===== config.mk =====
export PLATFORM = sky130hd
export DESIGN_NAME = dpllrc_control
export DESIGN_NICKNAME = d
export VERILOG_FILES = /design/src/rtl/dpllrc_pkg.sv /design/src/rtl/dpllrc_control.sv
export SDC_FILE = /design/constraint.sdc
export NUM_CORES = 1
export LEC_CHECK = 0
export ABC_CLOCK_PERIOD_IN_PS = 2500
export CAP_MARGIN = 20
export CORE_UTILIZATION = 40
export DETAILED_ROUTE_END_ITERATION = 8
export DONT_BUFFER_PORTS = 1
export PLACE_DENSITY = 0.52
export SYNTH_ARGS = -nofsm -noshare
export SYNTH_HDL_FRONTEND = slang
export SYNTH_SLANG_ARGS = --single-unit

===== constraint.sdc =====
create_clock -name core_clk -period 2.5 [get_ports core_clk]
set_input_delay 0.5 -clock core_clk [delete_from_list [all_inputs] [get_ports core_clk]]
set_output_delay 0.5 -clock core_clk [all_outputs]
set_load 0.01 [all_outputs]

===== src/rtl/dpllrc_pkg.sv =====
package dpllrc_pkg;
    localparam logic [15:0] REF_SWITCH_CTRL_ADDR  = 16'h004B;
    localparam logic [15:0] REF_SWITCH_CTRL_RESET = 16'h0000;
    localparam int          FORCED_MODE_LSB       = 0;
    localparam int          PREF_MODE_LSB         = 2;
    localparam int          PREF_REF_LSB          = 5;
    localparam int          OFFSET_RESET_BIT      = 7;
    localparam logic [15:0] CTRL_WRITE_MASK       = 16'h00FF;

    localparam logic [2:0]  PMODE_NONE            = 3'h0;
    localparam logic [2:0]  PMODE_PREFERRED       = 3'h1;
    localparam logic [2:0]  PMODE_FORCE_TIMING_REF_0      = 3'h2;
    localparam logic [2:0]  PMODE_FORCE_TIMING_REF_3      = 3'h5;

    typedef enum logic [1:0] {
        DPLLRC_AUTO,
        DPLLRC_NORMAL,
        DPLLRC_HOLDOVER,
        DPLLRC_FREERUN
    } dpllrc_mode_e;

    typedef struct packed {
        logic         offsetReset;
        logic [1:0]   prefRef;
        logic [2:0]   prefMode;
        dpllrc_mode_e forcedMode;
    } dpllrc_ctrl_s;

    typedef struct packed {
        logic         applyOffset;
        logic         alignNearest;
        logic         forceRef;
        logic [1:0]   forcedRef;
        logic         usePreferred;
        logic [1:0]   preferredRef;
        logic         pairOnly;
        dpllrc_mode_e dpllMode;
        logic         badMode;
    } dpllrc_sel_s;
endpackage : dpllrc_pkg

===== src/rtl/dpllrc_control.sv =====
// Operation
// - While the offset reset bit is low, the phase offset between reference and output is applied and held.
// - While the offset reset bit is high, the offset is held reset at zero and outputs align to the nearest edge.
// - Preference mode bits 4..2 decode as none, preferred, force ref 0..3, with 110 and 111 reserved.
// - Preferred reference bits 6..5 are used only when preference mode is 001.
// - Forced mode 00 is automatic, and with preference mode 001 gives automatic switching with preference.
// - Automatic switching with preference alternates between two references only.
// - Bits 1..0 force the DPLL into automatic, normal, holdover or freerun.
module dpllrc_control (
    input  wire logic                  core_clk,
    input  wire logic                  rst_n,
    input  wire logic [15:0]           regAddr,
    input  wire logic [15:0]           regWrData,
    input  wire logic                  regWrStb,
    input  wire logic                  regRdStb,
    output logic [15:0]                regRdData,
    output dpllrc_pkg::dpllrc_ctrl_s   ctrl,
    output dpllrc_pkg::dpllrc_sel_s    sel
);
    dpllrc_pkg::dpllrc_ctrl_s next_ctrl;
    dpllrc_pkg::dpllrc_sel_s  next_sel;
    logic                     ctrlHit;

    assign ctrlHit = (regAddr == dpllrc_pkg::REF_SWITCH_CTRL_ADDR);

    always_comb begin
        next_ctrl = ctrl;
        if (regWrStb && ctrlHit) begin
            next_ctrl = dpllrc_pkg::dpllrc_ctrl_s'(regWrData[7:0]);
        end
    end

    always_ff @(posedge core_clk or negedge rst_n) begin
        if (!rst_n) begin
            ctrl <= dpllrc_pkg::dpllrc_ctrl_s'(dpllrc_pkg::REF_SWITCH_CTRL_RESET[7:0]);
        end else begin
            ctrl <= next_ctrl;
        end
    end

    // unmapped addresses read zero; upper bits are reserved zero
    always_ff @(posedge core_clk or negedge rst_n) begin
        if (!rst_n) begin
            regRdData <= 16'h0000;
        end else if (regRdStb && ctrlHit) begin
            regRdData <= {8'h00, ctrl} & dpllrc_pkg::CTRL_WRITE_MASK;
        end else begin
            regRdData <= 16'h0000;
        end
    end

    always_comb begin
        next_sel = '0;
        next_sel.applyOffset  = !next_ctrl.offsetReset;
        next_sel.alignNearest = next_ctrl.offsetReset;
        unique case (next_ctrl.prefMode)
            3'h0: ;
            3'h1: begin
                next_sel.usePreferred = 1'b1;
                next_sel.preferredRef = next_ctrl.prefRef;
            end
            3'h2, 3'h3, 3'h4, 3'h5: begin
                next_sel.forceRef  = 1'b1;
                next_sel.forcedRef = 2'(next_ctrl.prefMode - dpllrc_pkg::PMODE_FORCE_TIMING_REF_0);
            end
            default: next_sel.badMode = 1'b1;
        endcase
        next_sel.dpllMode = next_ctrl.forcedMode;
        next_sel.pairOnly = next_sel.usePreferred &&
                            (next_ctrl.forcedMode == dpllrc_pkg::DPLLRC_AUTO);
    end

    always_ff @(posedge core_clk or negedge rst_n) begin
        if (!rst_n) begin
            sel <= '{
                applyOffset:  1'b1,
                alignNearest: 1'b0,
                forceRef:     1'b0,
                forcedRef:    2'h0,
                usePreferred: 1'b0,
                preferredRef: 2'h0,
                pairOnly:     1'b0,
                dpllMode:     dpllrc_pkg::DPLLRC_AUTO,
                badMode:      1'b0
            };
        end else begin
            sel <= next_sel;
        end
    end

    property p_offset;
        @(posedge core_clk) disable iff (!rst_n)
            sel.alignNearest == ctrl.offsetReset && sel.applyOffset != ctrl.offsetReset;
    endproperty
    a_offset: assert property (p_offset) else $error("offset control mismatch");

    property p_pref;
        @(posedge core_clk) disable iff (!rst_n)
            sel.usePreferred |->
            ctrl.prefMode == dpllrc_pkg::PMODE_PREFERRED && sel.preferredRef == ctrl.prefRef;
    endproperty
    a_pref: assert property (p_pref) else $error("preferred ref used outside mode 001");

    property p_force;
        @(posedge core_clk) disable iff (!rst_n)
            sel.forceRef |->
            3'(sel.forcedRef) + 3'h2 == ctrl.prefMode;
    endproperty
    a_force: assert property (p_force) else $error("forced reference wrong");

    property p_pair;
        @(posedge core_clk) disable iff (!rst_n)
            sel.pairOnly |->
            sel.dpllMode == dpllrc_pkg::DPLLRC_AUTO && sel.usePreferred;
    endproperty
    a_pair: assert property (p_pair) else $error("pair mode outside auto preferred");

    property p_mode;
        @(posedge core_clk) disable iff (!rst_n)
            regWrStb && ctrlHit |=>
            sel.dpllMode == dpllrc_pkg::dpllrc_mode_e'($past(regWrData[1:0]));
    endproperty
    a_mode: assert property (p_mode) else $error("forced mode not applied");

    property p_reserved;
        @(posedge core_clk) disable iff (!rst_n)
            sel.badMode |->
            !sel.forceRef && !sel.usePreferred && ctrl.prefMode > dpllrc_pkg::PMODE_FORCE_TIMING_REF_3;
    endproperty
    a_reserved: assert property (p_reserved) else $error("reserved code acted on");

    property p_read;
        @(posedge core_clk) disable iff (!rst_n)
            regRdStb && !ctrlHit |=>
            regRdData == 16'h0000;
    endproperty
    a_read: assert property (p_read) else $error("unmapped read not zero");

    property p_readback;
        @(posedge core_clk) disable iff (!rst_n)
            regRdStb && ctrlHit |=>
            regRdData[15:8] == 8'h00 && regRdData[7:0] == $past(ctrl);
    endproperty
    a_readback: assert property (p_readback) else $error("readback mismatch");

    // written fields must reach the selector on the very next edge, raw bits in
    property p_offset_write;
        @(posedge core_clk) disable iff (!rst_n)
            regWrStb && ctrlHit |=>
            sel.alignNearest == $past(regWrData[dpllrc_pkg::OFFSET_RESET_BIT]);
    endproperty
    a_offset_write: assert property (p_offset_write) else $error("offset reset not taken");

    property p_apply_write;
        @(posedge core_clk) disable iff (!rst_n)
            regWrStb && ctrlHit && !regWrData[dpllrc_pkg::OFFSET_RESET_BIT] |=>
            sel.applyOffset && !sel.alignNearest;
    endproperty
    a_apply_write: assert property (p_apply_write) else $error("offset not applied");

    property p_hold;
        @(posedge core_clk) disable iff (!rst_n)
            !(regWrStb && ctrlHit) |=>
            $stable(ctrl) && $stable(sel);
    endproperty
    a_hold: assert property (p_hold) else $error("control changed without write");

    property p_none;
        @(posedge core_clk) disable iff (!rst_n)
            ctrl.prefMode == dpllrc_pkg::PMODE_NONE |->
            !sel.forceRef && !sel.usePreferred && !sel.badMode;
    endproperty
    a_none: assert property (p_none) else $error("no preference acted on");

    property p_reserved_set;
        @(posedge core_clk) disable iff (!rst_n)
            ctrl.prefMode > dpllrc_pkg::PMODE_FORCE_TIMING_REF_3 |->
            sel.badMode;
    endproperty
    a_reserved_set: assert property (p_reserved_set) else $error("reserved code not flagged");

    property p_force_excl;
        @(posedge core_clk) disable iff (!rst_n)
            sel.forceRef |->
            !sel.usePreferred && !sel.badMode && !sel.pairOnly;
    endproperty
    a_force_excl: assert property (p_force_excl) else $error("forced ref with other mode");

    property p_pref_excl;
        @(posedge core_clk) disable iff (!rst_n)
            sel.usePreferred |->
            !sel.forceRef && !sel.badMode;
    endproperty
    a_pref_excl: assert property (p_pref_excl) else $error("preferred with other mode");

    property p_pref_zero;
        @(posedge core_clk) disable iff (!rst_n)
            !sel.usePreferred |->
            sel.preferredRef == 2'h0 && !sel.pairOnly;
    endproperty
    a_pref_zero: assert property (p_pref_zero) else $error("preferred field leaked");

    property p_auto_pair;
        @(posedge core_clk) disable iff (!rst_n)
            ctrl.prefMode == dpllrc_pkg::PMODE_PREFERRED && ctrl.forcedMode == dpllrc_pkg::DPLLRC_AUTO |->
            sel.pairOnly;
    endproperty
    a_auto_pair: assert property (p_auto_pair) else $error("auto preferred not paired");

    property p_pair_off;
        @(posedge core_clk) disable iff (!rst_n)
            ctrl.forcedMode != dpllrc_pkg::DPLLRC_AUTO |->
            !sel.pairOnly;
    endproperty
    a_pair_off: assert property (p_pair_off) else $error("pairing outside auto");

    property p_pair_pref;
        @(posedge core_clk) disable iff (!rst_n)
            sel.pairOnly |->
            sel.preferredRef == ctrl.prefRef;
    endproperty
    a_pair_pref: assert property (p_pair_pref) else $error("pairing lost preferred ref");

    property p_force_mode;
        @(posedge core_clk) disable iff (!rst_n)
            sel.forceRef |->
            sel.dpllMode == ctrl.forcedMode;
    endproperty
    a_force_mode: assert property (p_force_mode) else $error("forced ref disturbed mode");

    property p_pref_write;
        @(posedge core_clk) disable iff (!rst_n)
            regWrStb && ctrlHit && regWrData[dpllrc_pkg::PREF_MODE_LSB +: 3] == dpllrc_pkg::PMODE_PREFERRED |=>
            sel.usePreferred && sel.preferredRef == $past(regWrData[dpllrc_pkg::PREF_REF_LSB +: 2]);
    endproperty
    a_pref_write: assert property (p_pref_write) else $error("preferred write not taken");

    property p_reserved_write;
        @(posedge core_clk) disable iff (!rst_n)
            regWrStb && ctrlHit && regWrData[dpllrc_pkg::PREF_MODE_LSB +: 3] > dpllrc_pkg::PMODE_FORCE_TIMING_REF_3 |=>
            sel.badMode && !sel.forceRef;
    endproperty
    a_reserved_write: assert property (p_reserved_write) else $error("reserved write acted on");

    property p_mode_auto;
        @(posedge core_clk) disable iff (!rst_n)
            regWrStb && ctrlHit && regWrData[dpllrc_pkg::FORCED_MODE_LSB +: 2] == 2'h0 |=>
            sel.dpllMode == dpllrc_pkg::DPLLRC_AUTO;
    endproperty
    a_mode_auto: assert property (p_mode_auto) else $error("code 00 not automatic");

    property p_mode_normal;
        @(posedge core_clk) disable iff (!rst_n)
            regWrStb && ctrlHit && regWrData[dpllrc_pkg::FORCED_MODE_LSB +: 2] == 2'h1 |=>
            sel.dpllMode == dpllrc_pkg::DPLLRC_NORMAL;
    endproperty
    a_mode_normal: assert property (p_mode_normal) else $error("code 01 not normal");

    property p_mode_holdover;
        @(posedge core_clk) disable iff (!rst_n)
            regWrStb && ctrlHit && regWrData[dpllrc_pkg::FORCED_MODE_LSB +: 2] == 2'h2 |=>
            sel.dpllMode == dpllrc_pkg::DPLLRC_HOLDOVER;
    endproperty
    a_mode_holdover: assert property (p_mode_holdover) else $error("code 10 not holdover");

    property p_mode_freerun;
        @(posedge core_clk) disable iff (!rst_n)
            regWrStb && ctrlHit && regWrData[dpllrc_pkg::FORCED_MODE_LSB +: 2] == 2'h3 |=>
            sel.dpllMode == dpllrc_pkg::DPLLRC_FREERUN;
    endproperty
    a_mode_freerun: assert property (p_mode_freerun) else $error("code 11 not freerun");

    property p_write_low;
        @(posedge core_clk) disable iff (!rst_n)
            regWrStb && ctrlHit |=>
            ctrl == $past(regWrData[7:0]);
    endproperty
    a_write_low: assert property (p_write_low) else $error("low byte not stored");

    property p_other_addr;
        @(posedge core_clk) disable iff (!rst_n)
            regWrStb && !ctrlHit |=>
            $stable(ctrl);
    endproperty
    a_other_addr: assert property (p_other_addr) else $error("unmapped write changed control");

    property p_read_only_after;
        @(posedge core_clk) disable iff (!rst_n)
            regRdData != 16'h0000 |->
            $past(regRdStb && ctrlHit);
    endproperty
    a_read_only_after: assert property (p_read_only_after) else $error("read data without read");

    property p_read_idle;
        @(posedge core_clk) disable iff (!rst_n)
            !regRdStb |=>
            regRdData == 16'h0000;
    endproperty
    a_read_idle: assert property (p_read_idle) else $error("read data stood too long");

    property p_read_upper;
        @(posedge core_clk) disable iff (!rst_n)
            regRdData[15:8] == 8'h00;
    endproperty
    a_read_upper: assert property (p_read_upper) else $error("reserved read bits set");

    // per-reference decode, one copy per timing reference
    for (genvar i = 0; i < 4; i++) begin : g_ref
        property p_ref_force;
            @(posedge core_clk) disable iff (!rst_n)
                ctrl.prefMode == dpllrc_pkg::PMODE_FORCE_TIMING_REF_0 + 3'(i) |->
                sel.forceRef && sel.forcedRef == 2'(i);
        endproperty
        a_ref_force: assert property (p_ref_force) else $error("forced reference decode wrong");

        property p_ref_pref;
            @(posedge core_clk) disable iff (!rst_n)
                ctrl.prefMode == dpllrc_pkg::PMODE_PREFERRED && ctrl.prefRef == 2'(i) |->
                sel.usePreferred && sel.preferredRef == 2'(i);
        endproperty
        a_ref_pref: assert property (p_ref_pref) else $error("preferred reference decode wrong");
    end

    c_pair: cover property (@(posedge core_clk) disable iff (!rst_n) sel.pairOnly);
    c_force: cover property (@(posedge core_clk) disable iff (!rst_n) sel.forceRef && sel.dpllMode == dpllrc_pkg::DPLLRC_HOLDOVER);
    c_align: cover property (@(posedge core_clk) disable iff (!rst_n) sel.alignNearest);
    c_reserved: cover property (@(posedge core_clk) disable iff (!rst_n) sel.badMode);
    c_readback: cover property (@(posedge core_clk) disable iff (!rst_n) regRdData != 16'h0000);
endmodule : dpllrc_control


==> results.py, run 1 <==
metrics = {
    "setup_path": {
        "critPathRequiredTime_ns": 2.70,
        "end_kind": "flip-flop",
        "ff2ff_setup_slack_ns": 1.31,
        "critPathMaxStageDelay_ns": 0.50,
        "cp_top_family": "simple AND/OR/NAND/NOR gates",
        "path_cells": "or4_1 > nor2_1 > and4_1 > buf_4 > mux2_2",
        "arrival_ns": 1.94,
        "path_buf_inv": 1,
        "critPathSlowestCell": "or4_1",
        "worstSetupPathType": "input port to flip-flop",
        "start_kind": "input port",
        "cp_max_fo": 15,
    },
    "clocking": {
        "clk_latency_ns": 0.30,
        "clkTransAtPathRegs_ns": 0.13,
        "clock_path_buffers": 2,
        "post_cts_buffers": 0,
        "cts_resized": 0,
        "h-tree-depth": 1,
        "cts-buffers-inserted": 3,
        "cts.sinks": 25,
        "clock-root-buffer": "clkbuf_4",
        "cts_tree": "yes",
    },
    "layout": {
        "fin_cells": 124,
        "nets": 130,
        "area_growth_pct": 2.36,
        "fin_util": 0.433,
        "layout-drive-gt1-share": 0.215,
        "final_common_cell": "dfrtp_1",
        "diodes": 0,
        "final_cell_mix": "dfrtp_1 (24), and2_1 (9), conb_1 (8)",
    },
    "timing": {
        "setup_tns_ns": 0,
        "finalSetupViolCount": 0,
        "hold_slack_ns": 0.233,
        "max_freq_ghz": 0.576,
        "layout_min_cycle_time_ns": 1.74,
        "finalHoldViolations": 0,
        "slew_viol_final": 0,
        "fin_crit_sh": 0.695,
        "skew_ns": 0.00110,
        "slew_headroom": 0.660,
        "worst_pin_slew_ns": 0.508,
        "rsz0062_at_grt": "false",
    },
    "place": {
        "dp_hpwl_um": 1360,
        "place_inst": 117,
        "port-buffer-count": 0,
        "gp_congestion": 0.680,
    },
    "pwr": {
        "p_sw_frac": 0.212,
        "power_switching_uw": 128,
        "sequentialPowerShare": 0.667,
        "clkPwrFrac": 0.287,
        "p_int_uw": 478,
        "leakage_uw": 0.000549,
        "combPwrFrac": 0.046,
        "ir_drop_uv": 340,
        "p_total_uw": 607,
        "powerDensity_mw_per_mm2": 508,
    },
    "global_routing": {
        "first_global_vias": 640,
        "antenna_found_initial": 0,
        "grt_max_degree": 25,
        "grt_pass1_wl_um": 3060,
        "track_usage": 0.126,
        "grt_remaining_overflow": 0,
    },
    "floorplan": {
        "start_util": 0.423,
        "rows": 19,
        "core-area_sq_mm": 0.00276,
        "ios": 72,
        "die_area_sq_mm": 0.00314,
        "die_w_um": 56.0,
        "die_h_um": 56.0,
    },
    "synthesis": {
        "synth-seq-area-share": 0.537,
        "avgSynthCellArea_sq_um": 13.0,
        "synthCells": 90,
        "syn-cell-area_sq_mm": 0.00117,
        "ys_warn_count": 0,
        "synth-seq-cells": 25,
        "yosysUniqueCellTypes": 24,
    },
    "min_path": {
        "min_path_type": "input port to flip-flop",
    },
    "routing": {
        "wl_um": 1880,
        "drc": 0,
        "vias_per_cell": 5.14,
        "num_vias": 637,
        "ant_nets": 0,
        "first_pass_iters": 2,
        "wl_per_cell_um": 15.2,
        "drt_iter0_drc": 22,
    },
    "run_status": {
        "outcome": "finished clean",
    },
    "run": {
        "drv_cap": 0,
    },
}
-- power by group through the flow --
stage               registers [uW]  logic (uW)  clock network, uW
floorplan                      412        24.0                  0
global placement               412        15.5                  0
detailed placement             412        15.7                  0
CTS                            405        24.6                183
global route                   405        31.4                196
finish                         405        27.8                174
-- per-layer routing --
metal,wire (um),global-route usage,share of wire
met1,791,0.152,0.42
met4,11,0.0523,0.0058
met3,157,0.0302,0.083
met5,0,0,0
met2,920,0.214,0.49
-- Yosys cell counts, drive strengths merged --
master   count  area [sq um]
dfrtp       24           601
buf         13           114
mux2        10           124
and2         9          56.3
mux2i        7          70.1
nand2        7          26.3
and4         2          18.8
nand2b       2          12.5
nor2         2          7.51
nor2b        2          12.5
nor3         2          10.0
xnor2        2          17.5
conb         1          3.75
dfstp        1          26.3
nand4bb      1          27.5
nor3b        1          7.51
nor4         1          6.26
nor4bb       1          10.0
or3b         1          8.76
or4          1          7.51
-- repair_timing --
| item | 4_1_cts | 5_1_grt |
|---|---|---|
| hold buffers | 1 | 1 |
| hold endpoints to repair | 24 | 1 |
| setup endpoints to repair | 0 | 0 |
-- cell type report --
| type | count | area [sq um] |
|---|---|---|
| multi-input combinational | 59 | 453 |
| sequential | 25 | 627 |
| clock buffer | 4 | 26.3 |
| tap | 31 | 38.8 |
| fill | 267 | 1560 |
| timing repair buffer | 5 | 50.0 |
-- worst register-to-register path: stages (launching register included) --
cell and delay, ns:
dfrtp_1 0.51, xnor2_1 0.25, nor2b_1 0.07, mux2_2 0.26
-- cells by family after synthesis --
family	after synthesis	share of synthesized area
and+or+nand+nor	32	0.181
muxes	17	0.166
buffers and inverters	13	0.0975
other	1	0.00321
xor gates and xnor gates	2	0.0150
DFF	25	0.537
-- flip-flops by register name (all words and copies together), names as in the netlist --
| signal | cells |
|---|---|
| ctrl | 5 |
| regRdData | 8 |
| sel | 12 |
-- per-stage QoR --
step / cell area, sq um / worst slack (ns)
2_1_floorplan: 1190 / 0.506
3_3_place_gp: 1130 / 0.429
3_5_place_dp: 1130 / 0.424
4_1_cts: 1170 / 0.770
5_1_grt: 1190 / 0.706
6_report: 1190 / 0.764
-- final timing paths --
check / startpoint / to / cells after the start
max: regAddr[5] / sel[7] / 5
min: regWrData[7] / sel[11] / 1
max reg2reg: ctrl[4] / sel[7] / 3
min reg2reg: sel[10] / sel[11] / 1
max in group asynchronous: rst_n / ctrl[2] / 2
min in group asynchronous: rst_n / sel[11] / 1
No activity file was read; power rests on OpenSTA's default activity.
==> inputs of run 2 (changes only) <==
Settings changed: ABC_CLOCK_PERIOD_IN_PS 2500 to 1600.
Clock period 2.5 ns to 1.6 ns, I/O delays scaled along.
==> run 2 against run 1 <==
Hold slack lost 0.19 ns. Worst setup slack lost 0.61 ns. Final cell count stayed put. Combinational power is 59% higher. Sequential cell count unchanged. Die area unchanged. Core utilization grew 0.59 points. First-iteration DRC count shrank 50%. Power up 57%. Register-to-register slack lost 0.90 ns. Critical path depth did not move. Largest cell class unchanged. Largest power group unchanged.
==> results.py, run 2 (same netlist as run 1, synthesis figures left out) <==
metrics = {
    "setup_path": {
        "critPathRequiredTime_ns": 1.81,
        "ff2ff_setup_slack_ns": 0.41,
        "critPathMaxStageDelay_ns": 0.51,
        "r2r_start": "ctrl[4]",
        "arrival_ns": 1.66,
        "ff2ff_path_depth": 3,
        "reg2reg_to": "sel[7]",
        "path_buf_inv": 1,
        "cp_top_family": "simple AND/OR/NAND/NOR gates",
        "worstSetupPathType": "input port to flip-flop",
        "critPathSlowestCell": "or4_1",
        "path_cells": "or4_1 > nor2_1 > and4_1 > buf_12 > mux2_2",
        "end_kind": "flip-flop",
        "cp_max_fo": 13,
        "start_kind": "input port",
    },
    "clocking": {
        "clock-root-buffer": "clkbuf_4",
        "cts.sinks": 25,
        "cts_resized": 0,
        "h-tree-depth": 1,
        "cts_tree": "yes",
        "clk_latency_ns": 0.31,
        "clkTransAtPathRegs_ns": 0.13,
        "clock_path_buffers": 2,
        "cts-buffers-inserted": 3,
    },
    "layout": {
        "largestRegisters": "sel (12), regRdData (8), ctrl (5)",
        "fin_cells": 124,
        "diodes": 0,
        "layout-drive-gt1-share": 0.237,
        "largest_register": "sel",
        "area_growth_pct": 3.75,
        "final_common_cell": "dfrtp_1",
        "largest_reg_flops": 12,
        "nets": 130,
        "final_cell_mix": "dfrtp_1 (24), and2_1 (9), conb_1 (8)",
    },
    "routing": {
        "drt_iter0_drc": 11,
        "wl_um": 1890,
        "wl_per_cell_um": 15.3,
        "first_pass_iters": 3,
        "num_vias": 660,
        "drc": 0,
        "ant_nets": 0,
        "vias_per_cell": 5.32,
    },
    "timing": {
        "rsz0062_at_grt": "false",
        "layout_min_cycle_time_ns": 1.45,
        "finalSetupViolCount": 0,
        "finalHoldViolations": 0,
        "setup_tns_ns": 0,
        "slew_viol_final": 0,
        "hold_slack_ns": 0.0422,
        "skew_ns": 0.00445,
        "max_freq_ghz": 0.690,
        "fin_crit_sh": 0.905,
    },
    "floorplan": {
        "core-area_sq_mm": 0.00276,
        "die_h_um": 56.0,
        "rows": 19,
        "start_util": 0.423,
        "die_w_um": 56.0,
        "ios": 72,
        "die_area_sq_mm": 0.00314,
    },
    "global_routing": {
        "track_usage": 0.127,
        "first_global_vias": 643,
        "grt_remaining_overflow": 0,
        "grt_max_degree": 26,
        "antenna_found_initial": 0,
        "grt_pass1_wl_um": 3080,
    },
    "run": {
        "drv_cap": 0,
    },
    "min_path": {
        "min_path_cells": 1,
        "min_path_type": "input port to flip-flop",
        "hold_path.startpoint": "regWrData[7]",
        "whs_endpoint": "sel[11]",
    },
    "pwr": {
        "p_total_uw": 952,
        "leakage_uw": 0.000558,
        "ir_drop_uv": 511,
        "powerDensity_mw_per_mm2": 786,
    },
    "run_status": {
        "outcome": "finished clean",
    },
    "place": {
        "port-buffer-count": 0,
        "gp_congestion": 0.672,
        "place_inst": 118,
        "dp_hpwl_um": 1390,
    },
}
[run 2: power by group]
part           internal [uW]  switching, uW  leakage [uW]
clock network           93.4            182     0.0000177
logic                   18.1           26.0      0.000194
registers                632          0.200      0.000346
total                    744            208      0.000558
[run 2: worst max path at each step]
stage / start / endpoint / slack (ns) / cells after the start
2_1_floorplan: regAddr[5] / ctrl[4] / -0.19 / 6
3_3_place_gp: regAddr[5] / sel[3] / -0.20 / 5
3_5_place_dp: regAddr[5] / sel[7] / -0.21 / 5
4_1_cts: regAddr[5] / sel[7] / 0.14 / 5
5_1_grt: regAddr[5] / ctrl[3] / 0.11 / 5
6_report: regAddr[5] / sel[7] / 0.15 / 5
[run 2: worst register-to-register path, cell delays in order (launching register included)]
cell and delay (ns):
dfrtp_1 0.51, xnor2_1 0.26, nor2b_1 0.07, mux2_2 0.26
[run 2: what timing repair did]
action,in CTS,in global routing
endpoints found under the hold margin,25,0
hold buffers,2,0
setup buffers,0,0
[run 2: layer usage]
metal	vias up	GRT usage	share of wire
li1	289	-	-
met1	321	0.141	0.39
met2	46	0.216	0.50
met3	4	0.0372	0.081
met4	0	0.0732	0.022
met5	-	0	0
[run 2: final cells by class]
type	instances	area, sq um
Fill cell	252	1550
Clock inverter	1	5.00
Clock buffer	3	22.5
Timing Repair Buffer	5	65.1
Tap cell	31	38.8
Multi-Input combinational cell	59	453
Sequential cell	25	627
[run 2: through the flow]
stage	area (sq um)	setup slack, ns	util
after floorplan	1190	-0.187	-
after global placement	1150	-0.197	0.418
after detailed placement	1150	-0.211	0.418
after CTS	1210	0.140	0.439
after global routing	1210	0.106	0.439
final	1210	0.151	0.439
==> inputs of run 3 (changes only) <==
Settings changed: ABC_AREA from default to 1.
==> run 3 against run 2 <==
The run now ends with design-rule violations left. Hold slack gained 0.084 ns. Power fell by 0.12%. Synthesized cell count grew 50%. Critical path depth down 5. Register-to-register slack better by 0.16 ns. Clock-buffer cell count did not move. Via count grew 20%. Worst setup slack improved by 0.26 ns. Die area grew 3.3%. Sequential share of layout area shrank 1.3 points. Global-route usage up 0.88 points. Core utilization is 0.37 points higher.
==> results.py, run 3 <==
metrics = {
    "clocking": {
        "clk_latency_ns": 0.31,
        "clock_path_buffers": 2,
        "clkTransAtPathRegs_ns": 0.13,
        "cts-buffers-inserted": 3,
        "cts_tree": "yes",
        "clock-root-buffer": "clkbuf_4",
        "cts.sinks": 25,
        "h-tree-depth": 1,
    },
    "pwr": {
        "ir_drop_uv": 270,
        "powerDensity_mw_per_mm2": 765,
        "leakage_uw": 0.000639,
    },
    "synthesis": {
        "synth_area_leader_cell": "dfrtp_1",
        "syn-cell-area_sq_mm": 0.00121,
        "async_flop_share": 1.00,
        "ys_warn_count": 0,
        "synth-seq-cells": 25,
        "synthCells": 135,
        "synth_top_area_frac": 0.497,
        "yosys_most_used_dff": "dfrtp_1",
        "synth_common_cells": "dfrtp_1 (24), nand2_1 (22), nor2_1 (22)",
        "synth_area_leaders": "dfrtp_1 (50%), buf_4 (6.8%), nand2_1 (6.8%)",
        "synth-seq-area-share": 0.519,
        "yosysUniqueCellTypes": 19,
        "synth_edf_count": 0,
        "yosysMostFrequentCell": "dfrtp_1",
        "avgSynthCellArea_sq_um": 8.94,
    },
    "setup_path": {
        "ff2ff_setup_slack_ns": 0.57,
        "end_kind": "output port",
        "path_depth": 0,
        "r2r_start": "ctrl[4]",
        "reg2reg_to": "sel[5]",
        "critPathRequiredTime_ns": 1.28,
        "arrival_ns": 0.87,
        "ff2ff_path_depth": 5,
        "cp_max_fo": 1,
        "worstSetupPathType": "flip-flop to output port",
        "start_kind": "flip-flop",
    },
    "timing": {
        "finalSetupViolCount": 0,
        "fin_crit_sh": 0.746,
        "layout_min_cycle_time_ns": 1.19,
        "finalHoldViolations": 0,
        "rsz0062_at_grt": "false",
        "skew_ns": 0.00233,
        "slew_viol_final": 0,
        "max_freq_ghz": 0.838,
        "setup_tns_ns": 0,
    },
    "layout": {
        "final_common_cell": "dfrtp_1",
        "diodes": 0,
        "largestRegisters": "sel (12), regRdData (8), ctrl (5)",
        "final_cell_mix": "dfrtp_1 (24), nor2_1 (22), nand2_1 (22)",
        "fin_area_sq_mm": 0.00124,
        "layout-drive-gt1-share": 0.234,
        "largest_reg_flops": 12,
        "largest_register": "sel",
        "area_growth_pct": 2.90,
        "fill_cells": 288,
        "nets": 174,
    },
    "global_routing": {
        "grt_pass1_wl_um": 3360,
        "first_global_vias": 763,
        "antenna_found_initial": 0,
        "grt_max_degree": 26,
        "track_usage": 0.136,
        "grt_remaining_overflow": 0,
    },
    "routing": {
        "wl_per_cell_um": 11.7,
        "wl_um": 1970,
        "vias_per_cell": 4.71,
        "num_vias": 791,
        "drc": 11,
        "ant_nets": 0,
        "drt_iter0_drc": 38,
        "first_pass_iters": 6,
    },
    "place": {
        "dpl_cell_area_sq_mm": 0.00119,
        "port-buffer-count": 0,
        "gp_congestion": 0.769,
        "dp_hpwl_um": 1580,
    },
    "min_path": {
        "min_path_type": "input port to flip-flop",
        "min_path_cells": 3,
        "hold_path.startpoint": "regWrData[7]",
        "whs_endpoint": "sel[11]",
    },
    "run": {
        "drv_cap": 0,
    },
    "floorplan": {
        "die_h_um": 56.9,
        "ios": 72,
        "core-area_sq_mm": 0.00281,
        "die_area_sq_mm": 0.00324,
        "start_util": 0.430,
        "rows": 19,
        "die_w_um": 56.9,
    },
    "run_status": {
        "violations": "design-rule violations",
        "outcome": "complete, but fails checks",
    },
}
## run 3: changes by cell type after synthesis, sizes merged, moves of 4 or more
| cell | previous run | this run |
|---|---|---|
| nand4 | 0 | 6 |
| nor2 | 2 | 29 |
| mux2 | 10 | 0 |
| mux2i | 7 | 0 |
| and2 | 9 | 0 |
| nand2 | 7 | 33 |
| inv | 0 | 23 |
| nand3 | 0 | 4 |
## run 3: logic make-up (layout without fill, tap and decap cells)
group                  count (synthesis)  in the layout  share of synthesized area
and+or+nand+nor                       73             73                      0.330
DFF                                   25             25                      0.519
other                                  1              8                    0.00311
buffers and inverters                 34             29                      0.140
AOI/OAI and AO/OA                      2              2                    0.00829
## run 3: cell type report
type,count,area (sq um),share of cell area
Sequential cell,25,627,0.505
Clock inverter,1,5.00,0.00403
Multi-Input combinational cell,83,438,0.352
Tap cell,31,38.8,0.0312
Timing Repair Buffer,2,25.0,0.0201
Clock buffer,3,22.5,0.0181
Inverter,23,86.3,0.0695
## run 3: metal layers
layer,global-route usage,vias up,share of wire
met2,0.235,41,0.51
met4,0.0627,0,0.0051
met5,0,-,0
met1,0.152,353,0.38
met3,0.0431,2,0.096
li1,-,395,-
## run 3: power by group
part           total [uW]  internal (uW)  switching [uW]
sequential            632            632           0.160
clock                 271           93.4             178
combinational        47.7           14.2            33.4
total                 951            740             211
## run 3: worst max path at each step
stage,slack [ns],start,endpoint
floorplan,0.42,regAddr[5],sel[3]
global placement,0.29,regAddr[15],regRdData[3]
detailed placement,0.25,regAddr[5],regRdData[4]
CTS,0.23,rst_n,sel[6]
global route,0.37,sel[11],sel[11]
finish,0.41,sel[11],sel[11]
## run 3: metrics by stage
stage | setup slack (ns) | std cells | total power [uW] | util | hold slack [ns]
2_1_floorplan | 0.420 | 142 | 687 | - | 0.0244
3_3_place_gp | 0.286 | 162 | 674 | 0.424 | 0.0249
3_5_place_dp | 0.254 | 162 | 675 | 0.424 | 0.0249
4_1_cts | 0.233 | 167 | 959 | 0.438 | 0.120
5_1_grt | 0.367 | 168 | 998 | 0.443 | 0.130
6_report | 0.407 | 168 | 951 | 0.443 | 0.126
## run 3: what timing repair did
action,CTS,global route
setup endpoints to repair,0,0
hold endpoints to repair,25,0
setup buffers,0,0
resized for setup,0,0
hold buffers,1,0
